File: src/core/evp_map.svh
`ifndef EVP_MAP_SVH
`define EVP_MAP_SVH
`define EVP_VEC_RESET      8'h00
`define EVP_VEC_BUS_ERR    8'h02
`define EVP_VEC_ADDR_ERR   8'h03
`define EVP_VEC_ILLEGAL    8'h04
`define EVP_VEC_ZERO_DIV   8'h05
`define EVP_VEC_BOUNDS     8'h06
`define EVP_VEC_OVERFLOW   8'h07
`define EVP_VEC_PRIV       8'h08
`define EVP_VEC_TRACE      8'h09
`define EVP_VEC_LINE_A     8'h0A
`define EVP_VEC_LINE_F     8'h0B
`define EVP_VEC_UNINIT     8'h0F
`define EVP_VEC_SPURIOUS   8'h18
`define EVP_VEC_CALL_BASE  8'h20
`define EVP_VEC_USER_FIRST 8'h40
`define EVP_RESET_PC_OFS   32'h0000_0004
`define EVP_BASE_RESET     32'h0000_0000
`define EVP_MASK_RESET     3'h7
`define EVP_SR_S_BIT       13
`define EVP_SR_T_BIT       15
`define EVP_SR_MASK_LSB    8
`define EVP_CLASS_USER_D   3'h1
`define EVP_CLASS_USER_P   3'h2
`define EVP_CLASS_SUP_D    3'h5
`define EVP_CLASS_SUP_P    3'h6
`define EVP_CLASS_CPU      3'h7
`endif

File: src/core/evp_pkg.sv
package evp_pkg;
	typedef enum logic [3:0] {
		EVP_C_NONE     = 4'h0,
		EVP_C_RESET    = 4'h1,
		EVP_C_ADDR_ERR = 4'h2,
		EVP_C_BUS_ERR  = 4'h3,
		EVP_C_TRACE    = 4'h4,
		EVP_C_IRQ      = 4'h5,
		EVP_C_ILLEGAL  = 4'h6,
		EVP_C_PRIV     = 4'h7,
		EVP_C_LINE_A   = 4'h8,
		EVP_C_LINE_F   = 4'h9,
		EVP_C_CALL     = 4'hA,
		EVP_C_OVERFLOW = 4'hB,
		EVP_C_BOUNDS   = 4'hC,
		EVP_C_ZERO_DIV = 4'hD
	} evp_cause_e;

	typedef enum logic [2:0] {
		EVP_S_IDLE  = 3'h0,
		EVP_S_IACK  = 3'h1,
		EVP_S_FETCH = 3'h2,
		EVP_S_FETCH2 = 3'h3,
		EVP_S_DONE  = 3'h4
	} evp_state_e;
endpackage : evp_pkg

File: src/core/evp_arbiter.sv
`timescale 1ns/100ps
`default_nettype none
`include "evp_map.svh"
module evp_arbiter
	import evp_pkg::*;
(
	// Pending causes
	input  wire logic       rst_req,
	input  wire logic       addr_err,
	input  wire logic       bus_err,
	input  wire logic       trace_req,
	input  wire logic       irq_ok,
	input  wire logic       illegal,
	input  wire logic       priv_viol,
	input  wire logic       line_a,
	input  wire logic       line_f,
	input  wire logic       call_req,
	input  wire logic [3:0] call_num,
	input  wire logic       overflow,
	input  wire logic       bounds,
	input  wire logic       zero_div,
	// Selection
	output var evp_cause_e  cause,
	output logic [7:0]      vector
);
	// First pending in fixed order wins: reset, address err, bus err, call, overflow, bounds, zero div, trace, irq, illegal, priv, line A, line F
	always_comb
	begin
		cause  = EVP_C_NONE;
		vector = 8'h00;
		if (rst_req)
		begin
			cause  = EVP_C_RESET;
			vector = `EVP_VEC_RESET;
		end
		else if (addr_err)
		begin
			cause  = EVP_C_ADDR_ERR;
			vector = `EVP_VEC_ADDR_ERR;
		end
		else if (bus_err)
		begin
			cause  = EVP_C_BUS_ERR;
			vector = `EVP_VEC_BUS_ERR;
		end
		else if (call_req)
		begin
			cause  = EVP_C_CALL;
			vector = `EVP_VEC_CALL_BASE + {4'h0, call_num};
		end
		else if (overflow)
		begin
			cause  = EVP_C_OVERFLOW;
			vector = `EVP_VEC_OVERFLOW;
		end
		else if (bounds)
		begin
			cause  = EVP_C_BOUNDS;
			vector = `EVP_VEC_BOUNDS;
		end
		else if (zero_div)
		begin
			cause  = EVP_C_ZERO_DIV;
			vector = `EVP_VEC_ZERO_DIV;
		end
		else if (trace_req)
		begin
			cause  = EVP_C_TRACE;
			vector = `EVP_VEC_TRACE;
		end
		else if (irq_ok)
		begin
			cause  = EVP_C_IRQ;
			vector = `EVP_VEC_UNINIT;
		end
		else if (illegal)
		begin
			cause  = EVP_C_ILLEGAL;
			vector = `EVP_VEC_ILLEGAL;
		end
		else if (priv_viol)
		begin
			cause  = EVP_C_PRIV;
			vector = `EVP_VEC_PRIV;
		end
		else if (line_a)
		begin
			cause  = EVP_C_LINE_A;
			vector = `EVP_VEC_LINE_A;
		end
		else if (line_f)
		begin
			cause  = EVP_C_LINE_F;
			vector = `EVP_VEC_LINE_F;
		end
	end
endmodule : evp_arbiter
`default_nettype wire

File: src/core/evp_unit.sv
`timescale 1ns/100ps
`default_nettype none
`include "evp_map.svh"
module evp_unit
	import evp_pkg::*;
#(
	parameter bit HAS_BASE = 1'b1
)
(
	// Clock and reset
	input  wire logic        mclk,
	input  wire logic        nrst,
	// Pipeline causes
	input  wire logic        boundary,
	input  wire logic        addr_err,
	input  wire logic        bus_err,
	input  wire logic        trace_en,
	input  wire logic        illegal,
	input  wire logic        priv_viol,
	input  wire logic        line_a,
	input  wire logic        line_f,
	input  wire logic        call_req,
	input  wire logic [3:0]  call_num,
	input  wire logic        overflow,
	input  wire logic        bounds,
	input  wire logic        zero_div,
	// Status word
	input  wire logic [15:0] status_in,
	// Base register write
	input  wire logic        base_we,
	input  wire logic [31:0] base_wdata,
	// External bus pins
	input  wire logic [2:0]  irq_level_pin,
	input  wire logic [15:0] data_pin,
	input  wire logic        iack_vec_pin,
	input  wire logic        iack_auto_pin,
	input  wire logic        iack_berr_pin,
	input  wire logic        fetch_done_pin,
	// Bus outputs
	output logic [23:1]      addr_out,
	output logic [2:0]       access_class_lines,
	output logic             bus_req,
	output logic             iack_cycle,
	// Sequencer outputs
	output logic             abort_instr,
	output logic             exc_start,
	output logic [7:0]       exc_vector,
	output logic [31:0]      vector_addr,
	output logic [15:0]      saved_status,
	output logic [15:0]      status_out,
	output logic             status_we,
	output logic [31:0]      vector_base,
	output logic             busy
);
	// Reset release through two flops
	logic rst_s1_ff, rst_s2_ff;
	always_ff @(posedge mclk or negedge nrst)
	begin
		if (!nrst)
		begin
			rst_s1_ff <= 1'b0;
			rst_s2_ff <= 1'b0;
		end
		else
		begin
			rst_s1_ff <= 1'b1;
			rst_s2_ff <= rst_s1_ff;
		end
	end
	wire logic rst_n = rst_s2_ff;

	// Pin synchronisers; first stage read only by second
	logic [21:0] pin_s1_ff, pin_s2_ff;
	always_ff @(posedge mclk or negedge rst_n)
	begin
		if (!rst_n)
		begin
			pin_s1_ff <= 22'h000000;
			pin_s2_ff <= 22'h000000;
		end
		else
		begin
			pin_s1_ff <= {irq_level_pin, data_pin[7:0], iack_vec_pin,
				iack_auto_pin, iack_berr_pin, fetch_done_pin, 7'h00};
			pin_s2_ff <= pin_s1_ff;
		end
	end
	wire logic [2:0] irq_lvl   = pin_s2_ff[21:19];
	wire logic [7:0] ext_vec   = pin_s2_ff[18:11];
	wire logic       ack_vec   = pin_s2_ff[10];
	wire logic       ack_auto  = pin_s2_ff[9];
	wire logic       ack_berr  = pin_s2_ff[8];
	wire logic       fetch_ok  = pin_s2_ff[7];

	// Offset and address forming, used for every first fetch word; the reset second word adds 4 instead
	function automatic logic [31:0] vec_addr(input logic [7:0] v,
		input logic [31:0] base);
		logic [31:0] ofs;
		ofs = {22'h000000, v, 2'b00};
		vec_addr = HAS_BASE ? base + ofs : ofs;
	endfunction : vec_addr

	// Interrupt mask gate
	logic [2:0] mask;
	assign mask = status_in[`EVP_SR_MASK_LSB+2:`EVP_SR_MASK_LSB];
	wire logic irq_ok = (irq_lvl > mask) && boundary;

	// Group 0 needs no boundary; group 1 waits for it
	logic       boot_ff, nxt_boot;
	evp_cause_e cause;
	logic [7:0] arb_vec;
	evp_arbiter u_arb (
		.rst_req   (boot_ff),
		.addr_err  (addr_err),
		.bus_err   (bus_err),
		.trace_req (trace_en && boundary),
		.irq_ok    (irq_ok),
		.illegal   (illegal && boundary),
		.priv_viol (priv_viol && boundary),
		.line_a    (line_a && boundary),
		.line_f    (line_f && boundary),
		.call_req  (call_req),
		.call_num  (call_num),
		.overflow  (overflow),
		.bounds    (bounds),
		.zero_div  (zero_div),
		.cause     (cause),
		.vector    (arb_vec)
	);

	evp_state_e state_ff, nxt_state;
	logic [7:0]  vec_ff, nxt_vec;
	logic [31:0] base_ff, nxt_base;
	logic [31:0] vaddr_ff, nxt_vaddr;
	logic [2:0]  class_ff, nxt_class;
	logic [2:0]  lvl_ff, nxt_lvl;
	logic [15:0] sav_ff, nxt_sav;
	logic [15:0] sout_ff, nxt_sout;
	logic        swe_ff, nxt_swe;
	logic        abort_ff, nxt_abort;
	logic        start_ff, nxt_start;
	logic        breq_ff, nxt_breq;
	logic        is_reset_ff, nxt_is_reset;
	logic        iack_ff, nxt_iack;
	logic        busy_ff, nxt_busy;

	always_comb
	begin
		nxt_state    = state_ff;
		nxt_vec      = vec_ff;
		nxt_base     = base_ff;
		nxt_vaddr    = vaddr_ff;
		nxt_class    = class_ff;
		nxt_lvl      = lvl_ff;
		nxt_sav      = sav_ff;
		nxt_sout     = sout_ff;
		nxt_swe      = 1'b0;
		nxt_abort    = 1'b0;
		nxt_start    = 1'b0;
		nxt_breq     = breq_ff;
		nxt_is_reset = is_reset_ff;
		nxt_boot     = 1'b0;
		if (base_we && HAS_BASE)
			nxt_base = base_wdata;
		unique case (state_ff)
			EVP_S_IDLE:
			begin
				if (boot_ff)
				begin
					// Reset sequence: everything else dropped
					nxt_vec      = `EVP_VEC_RESET;
					nxt_is_reset = 1'b1;
					nxt_vaddr    = vec_addr(`EVP_VEC_RESET, nxt_base);
					nxt_class    = `EVP_CLASS_SUP_P;
					nxt_sout     = status_in;
					nxt_sout[`EVP_SR_S_BIT] = 1'b1;
					nxt_sout[`EVP_SR_T_BIT] = 1'b0;
					nxt_sout[`EVP_SR_MASK_LSB+2:`EVP_SR_MASK_LSB] =
						`EVP_MASK_RESET;
					nxt_swe      = 1'b1;
					nxt_start    = 1'b1;
					nxt_breq     = 1'b1;
					nxt_state    = EVP_S_FETCH;
				end
				else if (cause != EVP_C_NONE)
				begin
					// One cycle from cause to start
					nxt_abort    = (cause == EVP_C_ADDR_ERR) ||
						(cause == EVP_C_BUS_ERR);
					nxt_sav      = status_in;
					nxt_sout     = status_in;
					nxt_sout[`EVP_SR_S_BIT] = 1'b1;
					nxt_sout[`EVP_SR_T_BIT] = 1'b0;
					nxt_swe      = 1'b1;
					nxt_start    = 1'b1;
					nxt_is_reset = 1'b0;
					nxt_vec      = arb_vec;
					if (cause == EVP_C_IRQ)
					begin
						nxt_lvl   = irq_lvl;
						nxt_sout[`EVP_SR_MASK_LSB+2:`EVP_SR_MASK_LSB] =
							irq_lvl;
						nxt_class = `EVP_CLASS_CPU;
						nxt_vaddr = {28'h0000000, irq_lvl, 1'b1};
						nxt_breq  = 1'b1;
						nxt_state = EVP_S_IACK;
					end
					else
					begin
						nxt_vaddr = vec_addr(arb_vec, nxt_base);
						nxt_class = `EVP_CLASS_SUP_D;
						nxt_breq  = 1'b1;
						nxt_state = EVP_S_FETCH;
					end
				end
			end
			EVP_S_IACK:
			begin
				if (ack_berr)
					nxt_vec = `EVP_VEC_SPURIOUS;
				else if (ack_auto)
					nxt_vec = `EVP_VEC_SPURIOUS + {5'h00, lvl_ff};
				else if (ack_vec)
					nxt_vec = ext_vec;
				if (ack_berr || ack_auto || ack_vec)
				begin
					nxt_vaddr = vec_addr(nxt_vec, base_ff);
					nxt_class = `EVP_CLASS_SUP_D;
					nxt_state = EVP_S_FETCH;
				end
			end
			EVP_S_FETCH:
			begin
				if (fetch_ok)
				begin
					if (is_reset_ff)
					begin
						// Second half: initial PC at byte 4
						nxt_vaddr = vaddr_ff + `EVP_RESET_PC_OFS;
						nxt_state = EVP_S_FETCH2;
					end
					else
					begin
						nxt_breq  = 1'b0;
						nxt_state = EVP_S_DONE;
					end
				end
			end
			EVP_S_FETCH2:
			begin
				if (fetch_ok)
				begin
					nxt_breq  = 1'b0;
					nxt_state = EVP_S_DONE;
				end
			end
			EVP_S_DONE:
				nxt_state = EVP_S_IDLE;
			default:
				nxt_state = EVP_S_IDLE;
		endcase
		if (!breq_ff && !nxt_breq)
			nxt_class = `EVP_CLASS_SUP_D;
		// Registered so the bus never sees a decode glitch
		nxt_iack = (nxt_state == EVP_S_IACK);
		nxt_busy = (nxt_state != EVP_S_IDLE);
	end

	always_ff @(posedge mclk or negedge rst_n)
	begin
		if (!rst_n)
		begin
			state_ff    <= EVP_S_IDLE;
			vec_ff      <= 8'h00;
			base_ff     <= `EVP_BASE_RESET;
			vaddr_ff    <= 32'h0000_0000;
			class_ff    <= `EVP_CLASS_SUP_P;
			lvl_ff      <= 3'h0;
			sav_ff      <= 16'h0000;
			sout_ff     <= 16'h0000;
			swe_ff      <= 1'b0;
			abort_ff    <= 1'b0;
			start_ff    <= 1'b0;
			breq_ff     <= 1'b0;
			is_reset_ff <= 1'b0;
			boot_ff     <= 1'b1;
			iack_ff     <= 1'b0;
			busy_ff     <= 1'b0;
		end
		else
		begin
			state_ff    <= nxt_state;
			vec_ff      <= nxt_vec;
			base_ff     <= nxt_base;
			vaddr_ff    <= nxt_vaddr;
			class_ff    <= nxt_class;
			lvl_ff      <= nxt_lvl;
			sav_ff      <= nxt_sav;
			sout_ff     <= nxt_sout;
			swe_ff      <= nxt_swe;
			abort_ff    <= nxt_abort;
			start_ff    <= nxt_start;
			breq_ff     <= nxt_breq;
			is_reset_ff <= nxt_is_reset;
			boot_ff     <= nxt_boot;
			iack_ff     <= nxt_iack;
			busy_ff     <= nxt_busy;
		end
	end

	// Bit 0 left to the data strobes
	assign addr_out           = vaddr_ff[23:1];
	assign access_class_lines = class_ff;
	assign bus_req            = breq_ff;
	assign iack_cycle         = iack_ff;
	assign abort_instr        = abort_ff;
	assign exc_start          = start_ff;
	assign exc_vector         = vec_ff;
	assign vector_addr        = vaddr_ff;
	assign saved_status       = sav_ff;
	assign status_out         = sout_ff;
	assign status_we          = swe_ff;
	assign vector_base        = base_ff;
	assign busy               = busy_ff;
endmodule : evp_unit
`default_nettype wire

File: config.mk
export PLATFORM = sky130hd
export DESIGN_NAME = evp_unit
export DESIGN_NICKNAME = d
export VERILOG_FILES = /design/src/core/evp_pkg.sv /design/src/core/evp_arbiter.sv /design/src/core/evp_unit.sv
export VERILOG_INCLUDE_DIRS = /design/src /design/src/core
export SDC_FILE = /design/constraint.sdc
export NUM_CORES = 1
export LEC_CHECK = 0
export BUFFER_PORTS_ARGS = -buffer_cell sky130_fd_sc_hd__clkbuf_2
export CORE_MARGIN = 10
export CORE_UTILIZATION = 45
export DETAILED_ROUTE_END_ITERATION = 6
export PLACE_DENSITY = 0.72
export SETUP_SLACK_MARGIN = 0.3
export SYNTH_ARGS = -nofsm -noshare
export SYNTH_HDL_FRONTEND = slang
export SYNTH_HIERARCHICAL = 1
export SYNTH_SLANG_ARGS = --single-unit
export TNS_END_PERCENT = 1
File: constraint.sdc
create_clock -name mclk -period 4.6 [get_ports mclk]
set_input_delay 0.69 -clock mclk [delete_from_list [all_inputs] [get_ports mclk]]
set_output_delay 0.69 -clock mclk [all_outputs]
set_load 0.005 [all_outputs]
# After elaboration in Yosys (flattened, before gate mapping)
# Index checks and enable logic that the tools add are counted.
# totals
output_inout_bits	136
input_bits	90
elab_cells	136
register_bits	152
# op_classes
eq_ne	13
n_reduce_logical	25
n_mux	72
n_addsub	5
bitwise_logic	1
magnitude_cmp	1
# op_table
operator	count
32-bit 2-to-1 mux	7
8-bit 2-to-1 mux	18
32-bit case mux with 3 select lines	1
32-bit by 10-bit adder with 32-bit output	2
4-bit 2-to-1 mux	14
3-bit 2-to-1 mux	11
32-bit by 3-bit adder with 32-bit output, second input constant	1
16-bit 2-to-1 mux	2
8-bit case mux with 2 select lines	1
1-bit 2-to-1 mux	13
3-bit case mux with 4 select lines	1
3-bit nonzero test	3
4-bit by 2-bit equality test with 1-bit output, second input constant	2
6-bit by 4-bit adder with 7-bit output, first input constant	1
1-bit logical AND	7
5-bit by 3-bit adder with 6-bit output, first input constant	1
3-bit by 1-bit equality test with 1-bit output, second input constant	2
3-bit by 2-bit equality test with 1-bit output, second input constant	2
2-bit != test, second input constant	3
3-bit != test, second input constant	2
3-bit case mux with 2 select lines	1
3-bit AND reduction	2
5-bit AND reduction	1
4-bit by 3-bit equality test with 1-bit output, second input constant	1
12 further kinds	18

# Longest topological paths before layout
# Gate-level depths: netlist of run 1.
# logic_depth
ltp_word	22
ltp_mapped	17

# Modules after synthesis
# The synthesis of run 1 kept the hierarchy.
# by_module_without_submodules
mod	cells_each	seq_area_each_um2	area_per_inst_um2	n_inst
evp_unit	968	3756.1	8856.0	1
evp_arbiter	50	0.0	321.6	1

# Worst setup path after synthesis of run 1
# OpenSTA, ideal clock, no wires.
# synth_path
path_kind	input port to flip-flop
startpoint	in status_in[9]
endpoint	reg vaddr_ff[26], in the netlist vector_addr[26]
cell_stages	15
path_buffers	0
t_arrival_ps	3900
setup_ps	88
setup_slack_ps	612
required_ps	4512
path_cell_list	inv_1 ha_1 nor2b_1 o21ai_0 a21oi_1 nor2_1 a311oi_1 ha_1 fa_1 a211oi_1 o211ai_1 nand2_4 or4_1 and3_1 o221ai_2
# synth_via
elab_chain_cells	16
elab_cells_between_ends	29
# synth_lines
item	line	source
start, declared	evp_unit.sv:28	input wire logic [15:0] status_in,
3-bit > comparator	evp_unit.sv:106	wire logic irq_ok = (irq_lvl > mask) && boundary;
1-bit logical AND	evp_unit.sv:106	
net irq_ok	evp_unit.sv:106	
8-bit 2-to-1 mux	evp_arbiter.sv:71	else if (irq_ok)
8-bit 2-to-1 mux	evp_arbiter.sv:66	else if (trace_req)
8-bit 2-to-1 mux	evp_arbiter.sv:61	else if (zero_div)
8-bit 2-to-1 mux	evp_arbiter.sv:56	else if (bounds)
8-bit 2-to-1 mux	evp_arbiter.sv:51	else if (overflow)
[2 not listed]	-	
8-bit 2-to-1 mux	evp_arbiter.sv:36	else if (addr_err)
8-bit 2-to-1 mux	evp_arbiter.sv:31	if (rst_req)
net arb_vec[0]	evp_unit.sv:111	logic [7:0] arb_vec;
32-bit by 10-bit adder with 32-bit output	evp_unit.sv:100	vec_addr = HAS_BASE ? base + ofs : ofs;
32-bit 2-to-1 mux	evp_unit.sv:198	if (cause == EVP_C_IRQ)
32-bit 2-to-1 mux	evp_unit.sv:185	else if (cause != EVP_C_NONE)
32-bit 2-to-1 mux	evp_unit.sv:168	if (boot_ff)
32-bit case mux with 3 select lines	evp_unit.sv:165	unique case (state_ff)
end signal, assigned	evp_unit.sv:295	vaddr_ff <= nxt_vaddr;
end, declared	evp_unit.sv:134	logic [31:0] vaddr_ff, nxt_vaddr;
# The timed path passes the listed nets, and every way through them passes these cells. The select of a mux whose other input is x is not followed.
# A chain may end at the register's enable or synchronous reset.

# Worst setup path in the final report of run 1
# layout_path
startpoint	reg pin_s2_ff[20]
endpoint	reg vaddr_ff[26], in the netlist vector_addr[26]
# layout_via
elab_chain_cells	16
elab_cells_between_ends	29
# layout_lines
item	line	source
start, declared	evp_unit.sv:73	logic [21:0] pin_s1_ff, pin_s2_ff;
start signal, assigned	evp_unit.sv:85	pin_s2_ff <= pin_s1_ff;
3-bit > comparator	evp_unit.sv:106	
1-bit logical AND	evp_unit.sv:106	
net irq_ok	evp_unit.sv:106	
8-bit 2-to-1 mux	evp_arbiter.sv:71	
8-bit 2-to-1 mux	evp_arbiter.sv:66	
8-bit 2-to-1 mux	evp_arbiter.sv:61	
8-bit 2-to-1 mux	evp_arbiter.sv:56	
8-bit 2-to-1 mux	evp_arbiter.sv:51	
[2 not listed]	-	
8-bit 2-to-1 mux	evp_arbiter.sv:36	
8-bit 2-to-1 mux	evp_arbiter.sv:31	
net arb_vec[0]	evp_unit.sv:111	
32-bit by 10-bit adder with 32-bit output	evp_unit.sv:100	
32-bit 2-to-1 mux	evp_unit.sv:198	
32-bit 2-to-1 mux	evp_unit.sv:185	
32-bit 2-to-1 mux	evp_unit.sv:168	
32-bit case mux with 3 select lines	evp_unit.sv:165	
# The timed path passes the listed nets, and every way through them passes these cells. The select of a mux whose other input is x is not followed.

==> results.json, run 1 <==
{
  "outcome": "completed",
  "grt_max_degree": 77,
  "final-seq-area_um2": 3760,
  "path_cells": "ha_1 -> nor2b_1 -> o21ai_0 -> a21oi_2 -> nor2_1 -> a311oi_1 -> buf_4 -> ha_1 -> fa_1 -> a211oi_2 -> o211ai_1 -> nand2_4 -> or4_1 -> and3_1 -> o221ai_2",
  "clkSinkCount": 150,
  "multi_input_area_um2": 4887,
  "synth_seq_cells": 150,
  "drc_errors": 0,
  "final_common_cell": "clkbuf_2",
  "leakage_nw": 5.097,
  "fill_cells": 1820,
  "dieArea_um2": 26510,
  "first_pass_iters": 6,
  "clk-insertion-delay-late_ns": 0.44,
  "antennaDiodeCount": 0,
  "drive_gt1_share_pct": 27.30,
  "die_h_um": 162.8,
  "final_nets": 1316,
  "numCtsBuffers": 17,
  "postRouteAntennaNets": 0,
  "synth_area_per_cell_um2": 9.015,
  "rsz0062_at_grt": "true",
  "required_ns": 4.95,
  "port_buffers": 215,
  "cpPeakStageDelay_ns": 0.54,
  "place.gp.congestion": 0.9539,
  "synthDistinctLibCells": 88,
  "crit_path_end_kind": "flip-flop",
  "drt-vias-per-instance": 5.836,
  "setup_viol": 0,
  "synth_async_sr_flop_share_pct": 100.0,
  "grt_pass1_vias": 8553,
  "track_usage_pct": 21.95,
  "min_period_over_period_pct": 90.39,
  "crit_slowest_cell": "or4_1",
  "path_max_fanout": 6,
  "syn_to_final_growth_pct": 20.10,
  "synth_cells": 1018,
  "fmax_ghz": 0.2405,
  "antenna_found_initial": 0,
  "final_hold_viol_count": 0,
  "fp.coreArea_um2": 20170,
  "hpwl_mm": 22.16,
  "synth_ff_type": "dfrtp_1",
  "grt_overflow": 0,
  "cts_max_level": 4,
  "start_kind": "flip-flop",
  "drv_cap": 0,
  "routedWlPerCell_um": 20.11,
  "hold_slack_ns": 0.03148,
  "num_rows": 52,
  "ir_drop_uv": 377.1,
  "grt_pass1_wl_mm": 46.80,
  "synth_edf_count": 0,
  "die_x_um": 162.8,
  "clock_skew_ns": 0.01169,
  "crit_top_cell": "ha_1",
  "min_period_ns": 4.158,
  "path_clk_slew_ns": 0.07,
  "utilization_pct": 54.65,
  "start_util_pct": 45.50,
  "finalMaxSlewViolations": 0,
  "min_path_type": "input port to async pin",
  "wirelength_mm": 29.89,
  "num_vias": 8672,
  "pwr_density_cell_nw_per_um2": 591.9,
  "worst_pin_slew_ns": 0.9544,
  "drt_iter0_drc": 878,
  "cts-root-buf": "clkbuf_16",
  "final_cell_mix": "215 x clkbuf_2, 153 x nand2_1, 147 x dfrtp_1",
  "netlist_area_um2": 9178,
  "relSlewSlack_pct": 34.73,
  "cts_tree": "done",
  "ios": 226,
  "ys_seq_area_share_pct": 40.93,
  "synth_warnings": 6,
  "clockBufferDepth": 2,
  "worstSetupPathType": "flip-flop to flip-flop",
  "cp.arrival_ns": 4.51
}
## cells by family (layout without fill, tap and decap cells)
logic type      after synthesis  count (layout)  share of synthesized area [%]
xor+xnor                     38              38                          3.626
compound gates              240             240                          18.21
simple gates                411             411                          22.82
fa+ha+maj                    23              23                          3.299
flops                       150             150                          40.93
mux                          41              41                          4.785
other cells                   3               7                         0.1227
buf+inv                     112             306                          6.203
## Yosys cell counts, drive strengths merged (17+ instances only)
cell    count  share of area, %
nor4       19               1.7
buf        52               3.7
o21ai      55               3.0
a21oi      47               2.6
inv        32               1.3
clkbuf     28               1.1
mux2       23               2.8
nor2       70               2.9
nor3       23               1.3
a31oi      17               1.2
ha         21               2.9
nand4      19               1.4
mux2i      18               2.0
and3       20               1.4
nand2     154               6.4
dfrtp     148                40
nand3      38               2.1
xnor2      23               2.2
## flip-flops by register name, indices dropped and copies added, names as in the netlist, 3 cells and up
| name | cells |
|---|---|
| exc_vector | 8 |
| lvl_ff | 3 |
| pin_s1_ff | 15 |
| pin_s2_ff | 15 |
| saved_status | 16 |
| state_ff | 3 |
| status_out | 15 |
| vector_addr | 32 |
| vector_base | 32 |
## routing by layer
layer / GRT usage [%] / up-vias / share of wire, %
li1: - / 4058 / -
met1: 27.62 / 4131 / 41
met2: 35.61 / 428 / 47
met3: 6.901 / 55 / 10
met4: 6.025 / 0 / 2.1
met5: 0 / - / 0
## metrics by stage
step | setup slack (ns) | total power [mW] | std cells | setup TNS, ns | area, um2
after floorplan | 0.6119 | 3.949 | 1022 | 0 | 9194
after global placement | 0.02104 | 4.978 | 1454 | 0 | 10390
after detailed placement | -0.04951 | 5.033 | 1454 | -0.05520 | 10390
after CTS | 0.3524 | 6.516 | 1486 | 0 | 11010
after global routing | 0.2655 | 6.959 | 1486 | 0 | 11020
final | 0.4420 | 6.524 | 1486 | 0 | 11020
## layout make-up
type                       count  share of cell area [%]
tap                          270                   3.065
multi-input combinational    760                   44.34
clock inverter                14                   1.669
inverter                      32                   1.090
sequential                   150                   34.11
clock buffer                  18                   3.894
timing repair buffer         242                   11.83
## power breakdown
group          internal, mW  total (mW)  switching, mW
Combinational          1.19        2.88           1.68
Clock                 0.826        1.46          0.632
Sequential             1.71        2.19          0.474
Total                  3.73        6.52           2.79
## worst paths after layout
| check | start | to | slack [ns] | cells after the start |
|---|---|---|---|---|
| min reg2reg | pin_s1_ff[10] | pin_s2_ff[10] | 0.35 | 0 |
| max reg2reg | pin_s2_ff[20] | vector_addr[26] | 0.44 | 15 |
| max in group asynchronous | rst_n | vector_addr[28] | 3.20 | 1 |
| max | pin_s2_ff[20] | vector_addr[26] | 0.44 | 15 |
| min | nrst | rst_n | 0.03 | 1 |
| min in group mclk | pin_s1_ff[10] | pin_s2_ff[10] | 0.35 | 0 |
## worst max-delay path, delay by kind of cell (launching register included)
kind	cells	cell delay [ns]
AND/OR/NAND/NOR	5	1.14
buffers and inverters	1	0.18
flip-flops	1	0.41
adder cells (fa/ha/maj)	3	0.82
AO/OA/AOI/OAI	6	1.52
## timing repair
action,in CTS,in global routing
hold buffers,0,0
setup endpoints to repair,0,13
gates resized for setup,0,3
buffers inserted,0,0
Power figures use the tool's default switching activity.
==> run 2: changes to the inputs <==
ABC_AREA = 1   (was unset)
CORE_UTILIZATION = 30   (was 45)
CTS_CLUSTER_SIZE = 30   (was unset)
PLACE_DENSITY = unset   (was 0.72)
==> results.json, run 2 <==
{
  "track_usage_pct": 17.92,
  "r2r_slack_ns": 0.90,
  "drt_iter0_drc": 857,
  "cts-hold-fix-buffers": 0,
  "final_hold_viol_count": 0,
  "cts-root-buf": "clkbuf_16",
  "min_period_over_period_pct": 80.43,
  "outcome": "completed",
  "finalMaxSlewViolations": 0,
  "drv_cap": 0,
  "die_h_um": 203.5,
  "rsz0062_at_grt": "false",
  "min_period_ns": 3.700,
  "clkSinkCount": 150,
  "num_rows": 67,
  "start_kind": "flip-flop",
  "worst_pin_slew_ns": 0.8544,
  "final_cell_mix": "462 x nand2_1, 215 x clkbuf_2, 187 x inv_1",
  "pwr_density_cell_nw_per_um2": 567.1,
  "netlist_area_um2": 10100,
  "final_common_cell": "nand2_1",
  "cts.repair.resized": 0,
  "grt_max_degree": 149,
  "num_vias": 10402,
  "dieArea_um2": 41400,
  "clock_skew_ns": 0.01861,
  "synth_ff_type": "dfrtp_1",
  "path_max_fanout": 4,
  "synth_most_common_cell": "nand2_1",
  "numCtsBuffers": 17,
  "postRouteAntennaNets": 0,
  "cts_max_level": 4,
  "synth_seq_cells": 150,
  "use_met1_pct": 23.43,
  "final.setup.tns_ns": 0,
  "grt_pass1_wl_mm": 58.02,
  "cp.arrival_ns": 4.08,
  "start_util_pct": 30.26,
  "ys_seq_area_share_pct": 37.20,
  "ir_drop_uv": 277.5,
  "antennaDiodeCount": 0,
  "drt-vias-per-instance": 4.845,
  "grt_pass1_vias": 10020,
  "hpwl_mm": 30.48,
  "setup_viol": 0,
  "drive_gt1_share_pct": 18.25,
  "synth.top_cell.area_share_pct": 36.68,
  "path_clk_slew_ns": 0.08,
  "wirelength_mm": 37.88,
  "leakage_nw": 6.264,
  "worstSetupPathType": "flip-flop to flip-flop",
  "synthDistinctLibCells": 55,
  "place.gp.congestion": 0.9076,
  "port_buffers": 215,
  "fmax_ghz": 0.2703,
  "synth_async_sr_flop_share_pct": 100.0,
  "synth_common_cells": "462 x nand2_1, 187 x inv_1, 160 x nor2_1",
  "min_path_type": "input port to async pin",
  "ios": 226,
  "grt_overflow": 0,
  "cts_setup_buffers": 0,
  "synth_edf_count": 0,
  "antenna_found_initial": 0,
  "clk-insertion-delay-late_ns": 0.44,
  "first_pass_iters": 6,
  "post-place-ws_ns": 0.5158,
  "synth_area_per_cell_um2": 6.722,
  "synth_top_cell_by_area": "dfrtp_1",
  "startpoint": "pin_s2_ff[21]",
  "cts_tree": "done",
  "routedWlPerCell_um": 17.64,
  "use_met3_pct": 3.554,
  "grt_busiest_layer": "met2",
  "synth_cells": 1502,
  "syn_to_final_growth_pct": 19.41,
  "synth_warnings": 6,
  "yosys-top-cells-area": "dfrtp_1 37%, nand2_1 17%, nand3_1 7.3%, inv_1 7.0%, nor2_1 5.9%",
  "required_ns": 4.98,
  "clockBufferDepth": 2,
  "rr_startpoint": "pin_s2_ff[21]",
  "relSlewSlack_pct": 43.04,
  "die_x_um": 203.5,
  "crit_path_end_kind": "flip-flop",
  "drc_errors": 0,
  "fin_ws_ns": 0.9001,
  "met2_usage_pct": 28.79,
  "fp.coreArea_um2": 33360,
  "final_nets": 1799
}
[run 2: final timing paths]
| check | to | cells after the start |
|---|---|---|
| setup reg to reg | vector_addr[10] | 19 |
| setup / recovery | vector_addr[10] | 19 |
| min in group mclk | pin_s1_ff[16] | 1 |
| max in group asynchronous | vector_base[29] | 1 |
| hold reg to reg | pin_s2_ff[21] | 0 |
| hold / removal | rst_n | 1 |
[run 2: cell families after synthesis]
| group | Yosys count | share of synthesized area (%) |
|---|---|---|
| multiplexers | 1 | 0.09914 |
| buffers and inverters | 261 | 11.47 |
| flip-flops | 150 | 37.20 |
| adder cells (fa/ha/maj) | 23 | 2.999 |
| XOR/XNOR | 8 | 0.6940 |
| other | 3 | 0.1115 |
| AND/OR/NAND/NOR | 858 | 36.38 |
| AO/OA/AOI/OAI | 198 | 11.04 |
[run 2: where the power goes]
group,switching (mW),internal [mW],leakage [nW],total [mW]
logic,2.03,1.07,4.17,3.10
registers,0.460,1.73,1.78,2.19
clock network,0.663,0.883,0.310,1.55
total,3.16,3.68,6.26,6.84
[run 2: critical path: stages, from the launching register on]
cell      delay, ns
dfrtp_1        0.44
ha_1           0.33
a21oi_1        0.14
o21ai_0        0.09
and3_1         0.20
nor3_1         0.19
o21ai_1        0.08
o211ai_1       0.08
nand2_1        0.12
ha_1           0.26
fa_1           0.42
nand2_1        0.09
nand3_1        0.12
nand3_1        0.10
nand2_1        0.15
nand3_1        0.11
nand3_1        0.10
o21ai_0        0.42
o22ai_1        0.13
inv_1          0.08
[run 2: layout make-up]
| class | count | area, um2 |
|---|---|---|
| inverters | 196 | 735.7 |
| flip-flops and latches | 150 | 3760 |
| multi-input cells | 1095 | 5201 |
| well taps | 448 | 560.5 |
| repair buffers | 226 | 1171 |
| fillers | 3664 | 21310 |
| clock inverters | 14 | 198.9 |
| clock buffers | 18 | 429.2 |
[run 2: metal layers]
metal / vias to the layer above / part of all wire (%)
li1: 5149 / -
met1: 4844 / 45
met2: 357 / 46
met3: 52 / 6.4
met4: 0 / 3.1
met5: - / 0
[run 2: through the flow]
step | area (um2) | utilization [%] | hold slack [ns] | std cells | total power, mW
final | 12060 | 36.14 | 0.01602 | 2147 | 6.838
after global routing | 12060 | 36.14 | 0.002343 | 2147 | 7.380
after CTS | 12060 | 36.14 | 0.01142 | 2147 | 6.874
after detailed placement | 11430 | 34.25 | 0.3347 | 2115 | 5.312
after global placement | 11430 | 34.25 | 0.3337 | 2115 | 5.267
after floorplan | 10110 | - | 0.3311 | 1506 | 4.121
==> run 3: changes to the inputs <==
clock period = 3.15 ns   (was 4.6 ns; I/O delays follow)
==> results.json, run 3 (synthesized netlist as in run 2, its figures left out) <==
{
  "drc_errors": 0,
  "use_met1_pct": 25.73,
  "start_kind": "flip-flop",
  "drt-vias-per-instance": 4.888,
  "fill_cells": 3601,
  "rr_worst_depth": 25,
  "r2r_slack_ns": 0.02,
  "routedWlPerCell_um": 17.96,
  "drv_cap": 0,
  "cts_tree": "done",
  "postRouteAntennaNets": 0,
  "die_h_um": 203.5,
  "die_x_um": 203.5,
  "final_common_cell": "nand2_1",
  "dieArea_um2": 41400,
  "path_max_fanout": 7,
  "clock_skew_ns": 0.009449,
  "cp.arrival_ns": 3.47,
  "min_period_ns": 3.129,
  "grt_pass1_vias": 10231,
  "track_usage_pct": 18.88,
  "leakage_nw": 6.845,
  "final.setup.tns_ns": 0,
  "grt_pass1_wl_mm": 60.71,
  "setup_viol": 0,
  "drive_gt1_share_pct": 27.44,
  "hpwl_mm": 32.28,
  "final_cell_mix": "444 x nand2_1, 215 x clkbuf_2, 184 x inv_1",
  "worstSetupPathType": "flip-flop to flip-flop",
  "rsz0062_at_grt": "true",
  "fp.coreArea_um2": 33360,
  "drt_iter0_drc": 960,
  "grt_busiest_layer": "met2",
  "relSlewSlack_pct": 45.12,
  "path_clk_slew_ns": 0.07,
  "clkSinkCount": 150,
  "port_buffers": 215,
  "finalMaxSlewViolations": 0,
  "clk-insertion-delay-late_ns": 0.45,
  "syn_to_final_growth_pct": 32.39,
  "min-delay-start": "iack_auto_pin",
  "whs_endpoint": "pin_s1_ff[9]",
  "grt_overflow": 0,
  "utilization_pct": 40.07,
  "cts_max_level": 4,
  "met2_usage_pct": 29.03,
  "clockBufferDepth": 2,
  "instances_no_fill": 2241,
  "crit_path_end_kind": "flip-flop",
  "min_path_type": "input port to flip-flop",
  "place.gp.congestion": 0.9230,
  "num_rows": 67,
  "ir_drop_uv": 346.4,
  "outcome": "completed",
  "pwr_density_cell_nw_per_um2": 829.2,
  "reg2reg_to": "vector_addr[12]",
  "fmax_ghz": 0.3196,
  "use_met3_pct": 3.522,
  "dp_cells": 2193,
  "required_ns": 3.49,
  "cts-root-buf": "clkbuf_16",
  "antenna_found_initial": 0,
  "final_hold_viol_count": 0,
  "hold_slack_ns": 0.1254,
  "ios": 226,
  "final_nets": 1893,
  "rr_startpoint": "pin_s2_ff[20]",
  "wirelength_mm": 40.25,
  "grt_max_degree": 95,
  "whs_path_depth": 1,
  "worst_pin_slew_ns": 0.8146,
  "num_vias": 10953,
  "antennaDiodeCount": 0,
  "numCtsBuffers": 17,
  "first_pass_iters": 5,
  "min_period_over_period_pct": 99.35,
  "start_util_pct": 30.26
}
run 3: final cells by class:
| type | instances | area (um2) | area share, % |
|---|---|---|---|
| multi-input cells | 1096 | 5736 | 42.91 |
| flip-flops and latches | 150 | 3760 | 28.13 |
| repair buffers | 319 | 1989 | 14.88 |
| inverters | 196 | 738.2 | 5.522 |
| well taps | 448 | 560.5 | 4.193 |
| clock buffers | 18 | 429.2 | 3.210 |
| clock inverters | 14 | 155.1 | 1.161 |
run 3: repair_timing:
action,4_1_cts,5_1_grt
endpoints found under the setup margin,56,76
resized for setup,42,91
setup buffers,3,11
hold buffers,1,0
endpoints found under the hold margin,2,0
cloned,0,1
pin swaps,16,52
run 3: report_power, final:
group	leakage, nW	switching [mW]	total, mW	internal [mW]
registers	1.78	0.698	3.22	2.52
logic	4.77	3.39	5.76	2.38
clock network	0.289	0.980	2.11	1.13
run 3: per-layer routing:
layer | up-vias | part of all wire, %
met5 | - | 0
met3 | 70 | 7.1
met2 | 431 | 45
met4 | 0 | 2.9
met1 | 5089 | 44
li1 | 5363 | -
run 3: critical path, stage by stage (launching register included):
cell and delay [ns]:
dfrtp_1 0.44, ha_4 0.29, nand2_1 0.04, o21ai_1 0.14, and3_4 0.22, buf_6 0.11, inv_2 0.04, buf_4 0.12
nand2_1 0.05, nand2_1 0.04, nand2_1 0.05, nand2_1 0.06, nand2_2 0.07, nand2_2 0.07, a21oi_4 0.18, nand4_1 0.13
buf_6 0.16, nor2_4 0.11, nor2_1 0.06, buf_6 0.15, inv_1 0.08, o21ai_0 0.10, nand2_2 0.11, nand4_1 0.10
nand2_1 0.07, inv_1 0.03
run 3: worst max path at each step:
| stage | start | end | slack, ns | cells past startpoint |
|---|---|---|---|---|
| 2_1_floorplan | status_in[10] | vector_addr[22] | -0.03 | 23 |
| 3_3_place_gp | status_in[10] | vector_addr[22] | -0.39 | 24 |
| 3_5_place_dp | status_in[10] | vector_addr[7] | -0.51 | 22 |
| 4_1_cts | pin_s2_ff[20] | vector_addr[21] | -0.02 | 22 |
| 5_1_grt | pin_s2_ff[20] | vector_addr[18] | -0.15 | 21 |
| 6_report | pin_s2_ff[20] | vector_addr[12] | 0.02 | 25 |
run 3: stage by stage:
stage	area [um2]	total power, mW	setup slack, ns
6_report	13370	11.08	0.02062
5_1_grt	13370	11.87	-0.1488
4_1_cts	12870	10.71	-0.02018
3_5_place_dp	12100	8.467	-0.5129
3_3_place_gp	12100	8.439	-0.3901
2_1_floorplan	10110	6.017	-0.03368
